`config.mk`:
```
export PLATFORM = sky130hd
export DESIGN_NAME = mmu_fault_unit
export DESIGN_NICKNAME = d
export VERILOG_FILES = /design/src/hw/mmu_fault_pkg.sv /design/src/hw/mmu_fault_unit.sv /design/src/hw/page_entry_decode.sv
export SDC_FILE = /design/constraint.sdc
export NUM_CORES = 1
export LEC_CHECK = 0
export BUFFER_PORTS_ARGS = -buffer_cell sky130_fd_sc_hd__buf_2
export CAP_MARGIN = 20
export CORE_MARGIN = 3
export CORE_UTILIZATION = 40
export DETAILED_ROUTE_END_ITERATION = 8
export HOLD_SLACK_MARGIN = 0.12
export PLACE_DENSITY = 0.64
export RECOVER_POWER = 100
export SYNTH_ARGS = -nofsm -noshare
export SYNTH_HDL_FRONTEND = slang
export SYNTH_HIERARCHICAL = 1
export SYNTH_SLANG_ARGS = --single-unit
```
`constraint.sdc`:
```
create_clock -name clk -period 6.9 [get_ports clk]
set_input_delay 1.38 -clock clk [delete_from_list [all_inputs] [get_ports clk]]
set_output_delay 1.38 -clock clk [all_outputs]
set_load 0.01 [all_outputs]
```
`src/hw/mmu_fault_pkg.sv`:
```
// constants for the page translation and fault logic of the memory management unit
// assumes a 32-bit classic wishbone register port and a single processor clock
//
// What this block does
// - entry type 00 or 11 gives page translation fault
// - entry type 01 maps a 64 KB page
// - entry type 10 maps a 4 KB page
// - bit 2 routes writes through write buffer
// - bit 3 allocates page data into unified cache
// - bits 11:4 are four subpage permission fields
// - page number from 31:12 small, 31:16 large
// - check page permissions before producing physical address
// - faulting access never starts external memory cycle
// - any fault aborts access and signals core
// - data abort loads status code, domain, address
// - prefetch abort leaves status and address untouched
// - priority alignment, section then page translation
// - then section/page domain, section/page permission
// - section translation fault reports entry bits 8:5
// - sixteen two-bit domain fields, domain n at 2n
// - domain field 00 or 10 gives domain fault
// - domain field 01 checks descriptor permissions
// - domain field 11 never gives permission fault
// - subpage chosen by 1 KB or 16 KB quarter
// - permission 01 supervisor, 10 user read, 11 all
package mmu_fault_pkg;

	// register byte offsets
	localparam logic [3:0] OFF_DOMAIN_MAP = 4'h0;
	localparam logic [3:0] OFF_FAULT_STATUS = 4'h4;
	localparam logic [3:0] OFF_FAULT_ADDRESS = 4'h8;
	localparam logic [3:0] OFF_CONTROL = 4'hC;

	// reset values
	localparam logic [31:0] RST_DOMAIN_MAP = 32'h0000_0000;
	localparam logic [4:0] RST_CONTROL = 5'h00;
	localparam logic [31:0] RST_FAULT_ADDRESS = 32'h0000_0000;
	localparam logic [7:0] RST_FAULT_STATUS = 8'h00;

	// control register bit positions
	localparam int CTL_MMU_EN = 0;
	localparam int CTL_ALIGN_EN = 1;
	localparam int CTL_CACHE_EN = 2;
	localparam int CTL_WBUF_EN = 3;
	localparam int CTL_SYS_S = 4;
	localparam int CTL_ROM_R = 5;
	localparam int CTL_WIDTH = 6;

	// descriptor type codes, bits 1:0
	localparam logic [1:0] TYPE_INVALID = 2'h0;
	localparam logic [1:0] TYPE_PAGE_OR_LARGE = 2'h1;
	localparam logic [1:0] TYPE_SECTION_OR_SMALL = 2'h2;
	localparam logic [1:0] TYPE_RESERVED = 2'h3;

	// descriptor field positions
	localparam int DESC_BUFFERABLE = 2;
	localparam int DESC_CACHEABLE = 3;
	localparam int DESC_DOMAIN_LSB = 5;
	localparam int DESC_SECTION_AP_LSB = 10;
	localparam int DESC_SUBPAGE_AP_LSB = 4;
	localparam int SECTION_PAGE_LSB = 20;
	localparam int SMALL_PAGE_LSB = 12;
	localparam int LARGE_PAGE_LSB = 16;
	localparam int SMALL_SUBPAGE_LSB = 10;
	localparam int LARGE_SUBPAGE_LSB = 14;

	// domain access field values
	localparam logic [1:0] DOM_NO_ACCESS = 2'h0;
	localparam logic [1:0] DOM_CLIENT = 2'h1;
	localparam logic [1:0] DOM_RESERVED = 2'h2;
	localparam logic [1:0] DOM_MANAGER = 2'h3;

	// access permission values
	localparam logic [1:0] AP_SYSTEM = 2'h0;
	localparam logic [1:0] AP_SUPER_ONLY = 2'h1;
	localparam logic [1:0] AP_USER_READ = 2'h2;
	localparam logic [1:0] AP_ALL = 2'h3;

	// fault source codes
	localparam logic [3:0] FS_NONE = 4'h0;
	localparam logic [3:0] FS_ALIGNMENT = 4'h1;
	localparam logic [3:0] FS_SECTION_TRANSLATION = 4'h5;
	localparam logic [3:0] FS_PAGE_TRANSLATION = 4'h7;
	localparam logic [3:0] FS_SECTION_DOMAIN = 4'h9;
	localparam logic [3:0] FS_PAGE_DOMAIN = 4'hB;
	localparam logic [3:0] FS_SECTION_PERMISSION = 4'hD;
	localparam logic [3:0] FS_PAGE_PERMISSION = 4'hF;

endpackage : mmu_fault_pkg

```
`src/hw/mmu_fault_unit.sv`:
```
// address translation, protection and fault reporting for the processor core
// assumes first- and second-level entries arrive with the request, already fetched
// assumes a classic wishbone master on the register port, same clock
`timescale 1ns/100ps
module mmu_fault_unit (
	input wire logic clk,
	input wire logic reset,
	// register port
	input wire logic cyc_i,
	input wire logic stb_i,
	input wire logic we_i,
	input wire logic [3:0] adr_i,
	input wire logic [3:0] sel_i,
	input wire logic [31:0] dat_i,
	output logic [31:0] dat_o,
	output logic ack_o,
	// translation request from the core
	input wire logic req_valid,
	input wire logic [31:0] req_addr,
	input wire logic req_write,
	input wire logic req_word,
	input wire logic req_user,
	input wire logic req_data,
	input wire logic [31:0] first_entry,
	input wire logic [31:0] second_entry,
	// answer to the core and memory side
	output logic resp_valid,
	output logic resp_abort,
	output logic resp_data_abort,
	output logic [31:0] phys_addr,
	output logic mem_start,
	output logic mem_write,
	output logic mem_bufferable,
	output logic mem_cacheable
);

	// software visible state
	localparam int CTL_W = mmu_fault_pkg::CTL_WIDTH;
	logic [31:0] domain_permission_map;
	logic [CTL_W-1:0] control;
	logic [3:0] fault_source_code;
	logic [3:0] fault_domain;
	logic [31:0] fault_address_reg;

	// decoded control bits
	// enables are plain register bits, no interlock on illegal mixes
	logic mmu_en;
	logic align_en;
	logic cache_en;
	logic wbuf_en;
	logic sys_s;
	logic rom_r;

	// second-level decode results
	logic page_invalid;
	logic page_large;
	logic page_bufferable;
	logic page_cacheable;
	logic [1:0] page_ap;
	logic [31:0] page_phys;

	// combinational verdict for the current request
	// all of these settle within the cycle the request stands
	logic next_fault;
	logic [3:0] next_code;
	logic [3:0] next_domain;
	logic [31:0] next_phys;
	logic next_bufferable;
	logic next_cacheable;

	// first-level view
	// only the type bits, domain and section permission matter here
	logic [1:0] first_type;
	logic [3:0] entry_domain;
	logic [1:0] domain_access;
	logic [1:0] section_ap;
	logic misaligned;

	// bus decode
	logic bus_req;
	logic bus_write;
	logic [31:0] read_mux;

	assign mmu_en = control[mmu_fault_pkg::CTL_MMU_EN];
	assign align_en = control[mmu_fault_pkg::CTL_ALIGN_EN];
	assign cache_en = control[mmu_fault_pkg::CTL_CACHE_EN];
	assign wbuf_en = control[mmu_fault_pkg::CTL_WBUF_EN];
	assign sys_s = control[mmu_fault_pkg::CTL_SYS_S];
	assign rom_r = control[mmu_fault_pkg::CTL_ROM_R];

	// permission table shared by sections and subpages
	// ap 00 leans on the control s and r bits, the rest stand alone
	function automatic logic perm_ok(
		input logic [1:0] ap,
		input logic s_bit,
		input logic r_bit,
		input logic user,
		input logic write
	);
		logic ok;
		ok = 1'b0;
		unique case (ap)
			mmu_fault_pkg::AP_SYSTEM: begin
				// s and r both set is reserved and treated as no access
				if (s_bit && !r_bit) begin
					ok = !user && !write;
				end else if (!s_bit && r_bit) begin
					ok = !write;
				end else begin
					ok = 1'b0;
				end
			end
			mmu_fault_pkg::AP_SUPER_ONLY: ok = !user;
			mmu_fault_pkg::AP_USER_READ: ok = !user || !write;
			mmu_fault_pkg::AP_ALL: ok = 1'b1;
		endcase
		return ok;
	endfunction : perm_ok

	// second-level entry decode
	// runs beside the first-level checks; its results only count
	// when the first-level entry points at a page table
	page_entry_decode entry_decode (
		.entry(second_entry),
		.virt_addr(req_addr),
		.entry_invalid(page_invalid),
		.is_large(page_large),
		.bufferable(page_bufferable),
		.cacheable(page_cacheable),
		.subpage_ap(page_ap),
		.phys_addr(page_phys)
	);

	// first-level fields and the governing domain
	// the domain index comes from the first level, pages included
	assign first_type = first_entry[1:0];
	assign entry_domain = first_entry[mmu_fault_pkg::DESC_DOMAIN_LSB +: 4];
	assign domain_access = domain_permission_map[{entry_domain, 1'b0} +: 2];
	assign section_ap = first_entry[mmu_fault_pkg::DESC_SECTION_AP_LSB +: 2];

	// only data word accesses can be misaligned, never prefetches
	// judged even with translation off, its enable is separate
	assign misaligned = align_en && req_data && req_word && (req_addr[1:0] != 2'h0);

	// fault evaluation, earlier branches carry higher priority
	// order: alignment, section translation, page translation,
	// section domain, page domain, section and page permission
	// only the winner is reported, masked faults show up on retry
	// manager domains fall through the permission branches
	always_comb begin
		next_fault = 1'b0;
		next_code = mmu_fault_pkg::FS_NONE;
		next_domain = entry_domain;
		next_phys = req_addr;
		next_bufferable = 1'b0;
		next_cacheable = 1'b0;
		// alignment first, with or without translation
		if (misaligned) begin
			// domain is don't care here, report zero
			next_fault = 1'b1;
			next_code = mmu_fault_pkg::FS_ALIGNMENT;
			next_domain = 4'h0;
		end else if (!mmu_en) begin
			// flat translation, no attributes
			// cache and buffer stay off while translation is off
			next_phys = req_addr;
		end else if (first_type == mmu_fault_pkg::TYPE_INVALID ||
			first_type == mmu_fault_pkg::TYPE_RESERVED) begin
			next_fault = 1'b1;
			next_code = mmu_fault_pkg::FS_SECTION_TRANSLATION;
			next_domain = entry_domain;
		end else if (first_type == mmu_fault_pkg::TYPE_SECTION_OR_SMALL) begin
			// section mapped access
			// sections carry one permission field, no subpage split
			if (domain_access == mmu_fault_pkg::DOM_NO_ACCESS ||
				domain_access == mmu_fault_pkg::DOM_RESERVED) begin
				next_fault = 1'b1;
				next_code = mmu_fault_pkg::FS_SECTION_DOMAIN;
			end else if (domain_access == mmu_fault_pkg::DOM_CLIENT &&
				!perm_ok(section_ap, sys_s, rom_r, req_user, req_write)) begin
				next_fault = 1'b1;
				next_code = mmu_fault_pkg::FS_SECTION_PERMISSION;
			end else begin
				next_phys = {first_entry[31:mmu_fault_pkg::SECTION_PAGE_LSB],
					req_addr[mmu_fault_pkg::SECTION_PAGE_LSB-1:0]};
				next_bufferable = first_entry[mmu_fault_pkg::DESC_BUFFERABLE];
				next_cacheable = first_entry[mmu_fault_pkg::DESC_CACHEABLE];
			end
		end else if (page_invalid) begin
			// page table pointer, second entry empty or reserved
			next_fault = 1'b1;
			next_code = mmu_fault_pkg::FS_PAGE_TRANSLATION;
		end else if (domain_access == mmu_fault_pkg::DOM_NO_ACCESS ||
			domain_access == mmu_fault_pkg::DOM_RESERVED) begin
			next_fault = 1'b1;
			next_code = mmu_fault_pkg::FS_PAGE_DOMAIN;
		end else if (domain_access == mmu_fault_pkg::DOM_CLIENT &&
			!perm_ok(page_ap, sys_s, rom_r, req_user, req_write)) begin
			// manager domains skip this branch entirely
			next_fault = 1'b1;
			next_code = mmu_fault_pkg::FS_PAGE_PERMISSION;
		end else begin
			// address only formed once permissions passed
			next_phys = page_phys;
			next_bufferable = page_bufferable;
			next_cacheable = page_cacheable;
		end
	end

	// answer strobe, one cycle after the request
	// every request is answered, so the core never waits open-ended
	always_ff @(posedge clk or posedge reset) begin
		if (reset) begin
			resp_valid <= 1'b0;
		end else begin
			resp_valid <= req_valid;
		end
	end

	// abort flags to the core
	// prefetch aborts still reach the core, it decides whether to act
	always_ff @(posedge clk or posedge reset) begin
		if (reset) begin
			resp_abort <= 1'b0;
			resp_data_abort <= 1'b0;
		end else begin
			resp_abort <= req_valid && next_fault;
			resp_data_abort <= req_valid && next_fault && req_data;
		end
	end

	// external memory cycle only for clean accesses
	// the verdict is ready before the edge, so a faulting access
	// never gets as far as a memory strobe
	always_ff @(posedge clk or posedge reset) begin
		if (reset) begin
			mem_start <= 1'b0;
			mem_write <= 1'b0;
		end else begin
			mem_start <= req_valid && !next_fault;
			mem_write <= req_valid && !next_fault && req_write;
		end
	end

	// physical address held at zero on a fault so nothing leaks out
	// holds between requests so the memory side may sample late
	always_ff @(posedge clk or posedge reset) begin
		if (reset) begin
			phys_addr <= 32'h0000_0000;
		end else if (req_valid) begin
			phys_addr <= next_fault ? 32'h0000_0000 : next_phys;
		end
	end

	// cache and write buffer steering, gated by the enables
	// reads never go to the write buffer, only stores are buffered
	// illegal enable mixes are not trapped, software keeps to legal sets
	always_ff @(posedge clk or posedge reset) begin
		if (reset) begin
			mem_bufferable <= 1'b0;
			mem_cacheable <= 1'b0;
		end else begin
			mem_bufferable <= req_valid && !next_fault && req_write && next_bufferable && wbuf_en;
			mem_cacheable <= req_valid && !next_fault && next_cacheable && cache_en;
		end
	end

	// fault status and address, data aborts only
	// last data abort wins, software never clears them
	always_ff @(posedge clk or posedge reset) begin
		if (reset) begin
			fault_source_code <= mmu_fault_pkg::RST_FAULT_STATUS[3:0];
			fault_domain <= mmu_fault_pkg::RST_FAULT_STATUS[7:4];
			fault_address_reg <= mmu_fault_pkg::RST_FAULT_ADDRESS;
		end else if (req_valid && next_fault && req_data) begin
			// prefetch aborts may never execute, so they leave these alone
			fault_source_code <= next_code;
			fault_domain <= next_domain;
			fault_address_reg <= req_addr;
		end
	end

	// bus request decode, answered one cycle after it is raised
	// ack blocks a take in its own cycle, so a held strobe gives one transfer every second cycle
	assign bus_req = cyc_i && stb_i && !ack_o;
	assign bus_write = bus_req && we_i;

	// acknowledge, dropped the cycle after it was given
	// registered ack costs a cycle but keeps the bus path short
	always_ff @(posedge clk or posedge reset) begin
		if (reset) begin
			ack_o <= 1'b0;
		end else begin
			ack_o <= bus_req;
		end
	end

	// domain map, byte lanes honoured
	// lets software patch four domains without a read first
	genvar lane;
	generate
		for (lane = 0; lane < 4; lane++) begin : g_dom_lane
			always_ff @(posedge clk or posedge reset) begin
				if (reset) begin
					domain_permission_map[lane*8 +: 8] <= mmu_fault_pkg::RST_DOMAIN_MAP[lane*8 +: 8];
				end else if (bus_write && sel_i[lane] && adr_i == mmu_fault_pkg::OFF_DOMAIN_MAP) begin
					domain_permission_map[lane*8 +: 8] <= dat_i[lane*8 +: 8];
				end
			end
		end
	endgenerate

	// control bits live in the low byte
	// upper lanes are ignored, every field fits in byte zero
	always_ff @(posedge clk or posedge reset) begin
		if (reset) begin
			control <= {1'b0, mmu_fault_pkg::RST_CONTROL};
		end else if (bus_write && sel_i[0] && adr_i == mmu_fault_pkg::OFF_CONTROL) begin
			control <= dat_i[CTL_W-1:0];
		end
	end

	// read mux; status and address are read-only, unmapped reads zero
	// writes there are acked and dropped, the cheapest refusal
	always_comb begin
		unique case (adr_i)
			mmu_fault_pkg::OFF_DOMAIN_MAP: read_mux = domain_permission_map;
			mmu_fault_pkg::OFF_FAULT_STATUS: read_mux = {24'h00_0000, fault_domain, fault_source_code};
			mmu_fault_pkg::OFF_FAULT_ADDRESS: read_mux = fault_address_reg;
			mmu_fault_pkg::OFF_CONTROL: read_mux = {{(32-CTL_W){1'b0}}, control};
			default: read_mux = 32'h0000_0000;
		endcase
	end

	// read data registered alongside the acknowledge
	// holds the last read between cycles, a slow master still sees it
	always_ff @(posedge clk or posedge reset) begin
		if (reset) begin
			dat_o <= 32'h0000_0000;
		end else if (bus_req && !we_i) begin
			dat_o <= read_mux;
		end
	end

endmodule : mmu_fault_unit

```
`src/hw/page_entry_decode.sv`:
```
// decoder for a second-level page table entry
// assumes the entry and virtual address are stable in the same cycle
`timescale 1ns/100ps
module page_entry_decode (
	input wire logic [31:0] entry,
	input wire logic [31:0] virt_addr,
	output logic entry_invalid,
	output logic is_large,
	output logic bufferable,
	output logic cacheable,
	output logic [1:0] subpage_ap,
	output logic [31:0] phys_addr
);

	logic [7:0] subpage_permission_fields;
	logic [1:0] quarter;

	// size and validity from the two low bits
	always_comb begin
		entry_invalid = (entry[1:0] == mmu_fault_pkg::TYPE_INVALID) ||
			(entry[1:0] == mmu_fault_pkg::TYPE_RESERVED);
		is_large = (entry[1:0] == mmu_fault_pkg::TYPE_PAGE_OR_LARGE);
	end

	// cache and buffer attributes
	assign bufferable = entry[mmu_fault_pkg::DESC_BUFFERABLE];
	assign cacheable = entry[mmu_fault_pkg::DESC_CACHEABLE];

	// four two-bit fields, the top one covers the top quarter
	assign subpage_permission_fields = entry[mmu_fault_pkg::DESC_SUBPAGE_AP_LSB +: 8];
	assign quarter = is_large ? virt_addr[mmu_fault_pkg::LARGE_SUBPAGE_LSB +: 2]
		: virt_addr[mmu_fault_pkg::SMALL_SUBPAGE_LSB +: 2];
	assign subpage_ap = subpage_permission_fields[{quarter, 1'b0} +: 2];

	// bits 15:12 of a large entry are ignored, software keeps them zero
	always_comb begin
		if (is_large) begin
			phys_addr = {entry[31:mmu_fault_pkg::LARGE_PAGE_LSB],
				virt_addr[mmu_fault_pkg::LARGE_PAGE_LSB-1:0]};
		end else begin
			phys_addr = {entry[31:mmu_fault_pkg::SMALL_PAGE_LSB],
				virt_addr[mmu_fault_pkg::SMALL_PAGE_LSB-1:0]};
		end
	end

endmodule : page_entry_decode

```
Yosys cells after proc, flatten, opt, wreduce, memory -nomap -nowiden --
Cells that the tools add are included.
Storage, ports and cells: flip-flop bits (word level) 150, RAM bits 0, word-level logic and storage cells 149, memory bits (read-only) 0, bits of input ports 146, output and inout port bits 72, bits in latches 0, memories 0
Operators by class: add/subtract/negate cells 0, eq/ne operators 15, shift-type cells 2, reductions and logical operators 49, magnitude comparators 0, mux-type cells 65, divide/modulo/power cells 0, bitwise operators 0, multiply operators 0
Operators with widths (count):
- $mux W32 | 10
- $pmux W32 S4 | 1
- $mux W1 | 40
- $mux W4 | 10
- $shiftx A32 B6 Y2 | 1
- $logic_and A1 B1 Y1 | 29
- $eq A2 B2 Y1 const B | 8
- $mux W16 | 1
- $logic_not A2 Y1 | 5
- $logic_not A1 Y1 | 9
- $eq A2 B1 Y1 const B | 4
- $eq A4 B4 Y1 const B | 2
- $pmux W1 S4 | 2
- $shiftx A8 B4 Y2 | 1
- $eq A4 B3 Y1 const B | 1
- $logic_not A4 Y1 | 1
- $logic_or A1 B1 Y1 | 4
- $mux W2 | 1
- $reduce_bool A2 Y1 | 1

Longest topological paths before layout --
depth after elaboration 25, depth in mapped cells 15, gate-level depth less buffers 12

By module --
The synthesis kept the hierarchy.
By module, submodules not included:
- mmu_fault_unit | cells an instance 641, instances 1, sequential area each 3753.6 um^2, area each 6965.4 um^2
- page_entry_decode | cells an instance 41, instances 1, sequential area each 0.0 um^2, area each 370.4 um^2

Worst setup path after synthesis --
OpenSTA, ideal clock, no wires.
path type input-to-reg, from input second_entry[1], to register fault_address_reg[10], stages 14, setup slack 2426 ps, data arrival time 4349 ps, setup time 125 ps, data required time 6775 ps, buffers on the path 3, path through inv_1 -> ha_1 -> buf_6 -> mux2i_1 -> mux4_1 -> o311ai_0 -> o21ai_0 -> o211ai_1 -> a31oi_1 -> or2_1 -> buf_6 -> inv_4 -> buf_6 -> mux2_4
Between the ends: cells in the longest elaborated chain, start to end 22, elaborated cells between the ends (all ways) 28, those cells by class eq/ne (5); shift (1); mux (15); reduce/logical (7)
RTL lines:
- start: declaration | line mmu_fault_unit.sv:25 | input wire logic [31:0] second_entry,
- $eq A2 B1 Y1 (*) | line page_entry_decode.sv:22 | is_large = (entry[1:0] == mmu_fault_pkg::TYPE_PAGE_OR_LARGE);
- via page_large | line mmu_fault_unit.sv:56 | logic page_large;
- $mux W2 (*) | line page_entry_decode.sv:31 | assign quarter = is_large ? virt_addr[mmu_fault_pkg::LARGE_SUBPAGE_LSB +: 2]
- $shiftx A8 B4 Y2 (*) | line page_entry_decode.sv:33 | assign subpage_ap = subpage_permission_fields[{quarter, 1'b0} +: 2];
- via page_ap[0] | line mmu_fault_unit.sv:59 | logic [1:0] page_ap;
- $eq A2 B2 Y1, or another cell as far along | line mmu_fault_unit.sv:102 | unique case (ap)
- $pmux W1 S4 (*) | line mmu_fault_unit.sv:102
- $mux W1 (*) | line mmu_fault_unit.sv:193 | end else if (domain_access == mmu_fault_pkg::DOM_NO_ACCESS ||
- [7 not listed]
- $mux W1 (*) | line mmu_fault_unit.sv:197 | end else if (domain_access == mmu_fault_pkg::DOM_CLIENT &&
- $mux W1 (*) | line mmu_fault_unit.sv:193
- $mux W1 (*) | line mmu_fault_unit.sv:189 | end else if (page_invalid) begin
- $mux W1 (*) | line mmu_fault_unit.sv:172 | end else if (first_type == mmu_fault_pkg::TYPE_SECTION_OR_SMALL) begin
- $mux W1 (*) | line mmu_fault_unit.sv:167 | end else if (first_type == mmu_fault_pkg::TYPE_INVALID ||
- $mux W1 (*) | line mmu_fault_unit.sv:163 | end else if (!mmu_en) begin
- $mux W1 (*) | line mmu_fault_unit.sv:158 | if (misaligned) begin
- $logic_and A1 B1 Y1 (*) (2 in a row) | line mmu_fault_unit.sv:275 | end else if (req_valid && next_fault && req_data) begin
- end signal: assignment | line mmu_fault_unit.sv:274 | fault_address_reg <= mmu_fault_pkg::RST_FAULT_ADDRESS;
- end signal: assignment | line mmu_fault_unit.sv:279 | fault_address_reg <= req_addr;
- end: declaration | line mmu_fault_unit.sv:43 | logic [31:0] fault_address_reg;
Mark *: on every way through the listed nets, which the timed path passes. The rest lies on a longest branch. The select of a mux whose other input is x is not followed. A chain may end at the register's enable or synchronous reset.

Worst setup path in the final report --
from input second_entry[1], to register fault_address_reg[19]
The elaborated chain is that of the path after synthesis.

==> summary.txt <==
Status
  • Status: finished with violations
  • Violated checks: max-capacitance violations, max-slew violations

Drt
  • Starting DRT DRC Count: 426
  • Via count: 5917
  • Final wirelength: 21800 um
  • DRC viols: 0
  • Pre-Repair DR Iteration Count: 5
  • Post-DR vias/cell: 5.46
  • Final ANT Viol Nets: 0
  • Per-cell routed wire length: 20.1 um

Setup path
  • Crit path launch type: input pin
  • Slowest stage cell, crit path: mux4_1
  • Capturing element type of the critical path: flop
  • CP top delay family: multiplexers
  • Worst path required time: 7200 ps
  • Worst endpoint data arrival time: 6050 ps
  • Setup CP Type: in2reg
  • Worst R2R Setup Slack: 2990 ps
  • Crit-path cells: buf_2, inv_1, ha_1, mux2i_1, mux4_1, o311ai_0, o21ai_0, o211ai_1, clkbuf_1, a31oi_1, buf_4, or2_1, inv_4, mux2_2
  • CP max stage delay: 710 ps
  • Peak fanout along the critical path: 22
  • Buffers & Inverters on Critical Path: 5

Pwr
  • Clk network pwr share: 0.374
  • Worst VDD drop: 0.171 mV
  • Comb pwr share: 0.139
  • Part of the power in registers: 0.486
  • Sw Share: 0.272
  • Total power: 2.23 mW
  • Sw Pwr: 607 uW
  • Leakage: 4.03 nW
  • Internal: 1.62 mW
  • PwrDens: 257 nW/um^2

STA
  • Max Fclk: 174 MHz
  • Hold Fails Final Rpt: 0
  • Slew @ Worst Pin: 4190 ps
  • Post-Route Skew: 8.62 ps
  • Slew HR: -1.81
  • Final setup margin: 1160 ps
  • Final Max Slew Viols: 191
  • Fin crit period: 5740 ps
  • Finish-stage setup viols: 0
  • RSZ-0062 raised after global routing: false
  • Worst hold margin: 471 ps
  • Final setup TNS: 0 ps
  • Final Cycle Share: 0.832

Floorplan
  • Die area: 20000 um^2
  • CORE AREA: 17600 um^2
  • Die H: 141 um
  • Die Wd: 141 um
  • Num rows: 48
  • Initial Util: 0.417
  • Top-level port count: 218

Finish
  • Layout cells sized above 1: 0.263
  • Fin area: 8660 um^2
  • Fin cells: 1083
  • Commonest non-fill, non-tap cell in the layout: dfrtp_1
  • Area taken by multi-input logic gates: 2960 um^2
  • Area delta synth->final: 18.1%
  • Filler cell count: 1714
  • Post-layout util: 0.492
  • Most frequent cells in the layout: 150 x dfrtp_1, 133 x buf_2, 90 x nand2_1
  • Reg area: 3750 um^2
  • Final nets: 994

Yosys
  • Post-synth ARST share: 1.00
  • Netlist cell types: 48
  • Ys flop type: dfrtp_1
  • Register area share after synthesis: 0.512
  • Register bit total from synthesis: 150
  • Number of synthesized flops with an enable pin: 0
  • Cell count after synthesis: 682
  • Yosys warns: 6
  • Syn Nets: 830
  • Mapped cell area: 7340 um^2
  • Synthesized area per cell: 10.8 um^2

Clock tree
  • Post-CTS setup buffers: 0
  • CTS root buffer: clkbuf_16
  • CTS tree: built
  • Clock sinks: 150
  • Clk slew on worst S/H paths: 60 ps
  • Worst-Skew Late Latency: 420 ps
  • Max H-tree Level: 4
  • Cts bufs inserted: 17
  • Post-cts resize count: 0
  • Hold_buf cts: 0
  • Max Root-Sink Buffers: 2

Placed design
  • Port-buffer cells: 207
  • Placed cells: 1050
  • RePlAce Congestion: 0.823
  • Post-DP HPWL: 15800 um
  • Pre-CTS WS: 986 ps
  • Placed cell areas: 8300 um^2

GRT
  • Largest net degree at the start of global routing: 95
  • Global-route wire length before repair: 33100 um
  • Initial antenna violation count: 1
  • Total GRT Usage: 0.216
  • Vias in the first global route: 5792
  • GRT overflow: 0

Job
  • Maxcap violations: 3

Worst hold path
  • Hold WC Path Type: reg2reg
==> worst register-to-register path: cells and delay by family (launching register included) <==
family	cells	cell delay, ps
flip-flops	1	400
AO/OA/AOI/OAI	3	970
multiplexers	1	420
buffers and inverters	3	850
AND/OR/NAND/NOR	3	1140
==> Yosys cell counts (all sizes together), types with 2 or more instances <==
| master | number | area, um^2 |
|---|---|---|
| o2111ai | 2 | 17.5 |
| buf | 38 | 307 |
| nand2b | 5 | 31.3 |
| o311ai | 2 | 17.5 |
| a311oi | 19 | 166 |
| nor2b | 3 | 18.8 |
| a22oi | 28 | 210 |
| inv | 31 | 119 |
| clkbuf | 35 | 131 |
| mux2 | 68 | 837 |
| o21ai | 65 | 325 |
| ha | 2 | 25.0 |
| a221oi | 6 | 52.6 |
| mux4 | 4 | 97.6 |
| nand2 | 90 | 338 |
| a21oi | 6 | 30.0 |
| mux2i | 15 | 163 |
| nand3b | 3 | 22.5 |
| o22ai | 26 | 169 |
| a22o | 21 | 184 |
| and3 | 3 | 18.8 |
| dfrtp | 150 | 3750 |
| nor2 | 38 | 145 |
| nand4 | 3 | 18.8 |
| o211ai | 4 | 35.0 |
| nand3 | 3 | 15.0 |
==> routing by layer <==
metal	vias to the layer above	GRT usage	wire [um]
li1	2765	-	-
met1	2889	0.297	9400
met2	233	0.344	10300
met3	30	0.0428	1650
met4	0	0.0712	468
met5	-	0	0
==> path summary, 6_finish.rpt <==
path	from	endpoint	cells after the start
max in group asynchronous	reset	fault_source_code[3]	3
hold / removal	fault_source_code[0]	fault_source_code[0]	1
setup reg to reg	control[5]	fault_address_reg[10]	10
min in group asynchronous	reset	domain_permission_map[20]	2
setup / recovery	second_entry[1]	fault_address_reg[19]	14
hold reg to reg	fault_source_code[0]	fault_source_code[0]	1
==> cell type report <==
| type | instances | area share |
|---|---|---|
| clock inverters | 8 | 0.00607 |
| flip-flops and latches | 150 | 0.433 |
| diodes | 1 | 0.000289 |
| inverters | 31 | 0.0139 |
| multi-input cells | 428 | 0.342 |
| repair buffers | 218 | 0.117 |
| well taps | 225 | 0.0325 |
| clock buffers | 22 | 0.0548 |
==> power by group through the flow <==
stage / Sequential [mW] / Clock, mW / Combinational (mW)
detailed placement: 1.10 / 0 / 0.351
finish: 1.08 / 0.833 / 0.311
global route: 1.10 / 0.890 / 0.350
floorplan: 1.07 / 0 / 0.232
global placement: 1.10 / 0 / 0.342
CTS: 1.08 / 0.850 / 0.352
==> logic make-up after synthesis <==
family / synth area share
AOI/OAI and AO/OA: 0.172
adders and majority gates: 0.00341
buffers and inverters: 0.0759
DFF: 0.512
muxes: 0.150
and+or+nand+nor: 0.0872
Note: power is estimated with default switching activity, not from simulation.
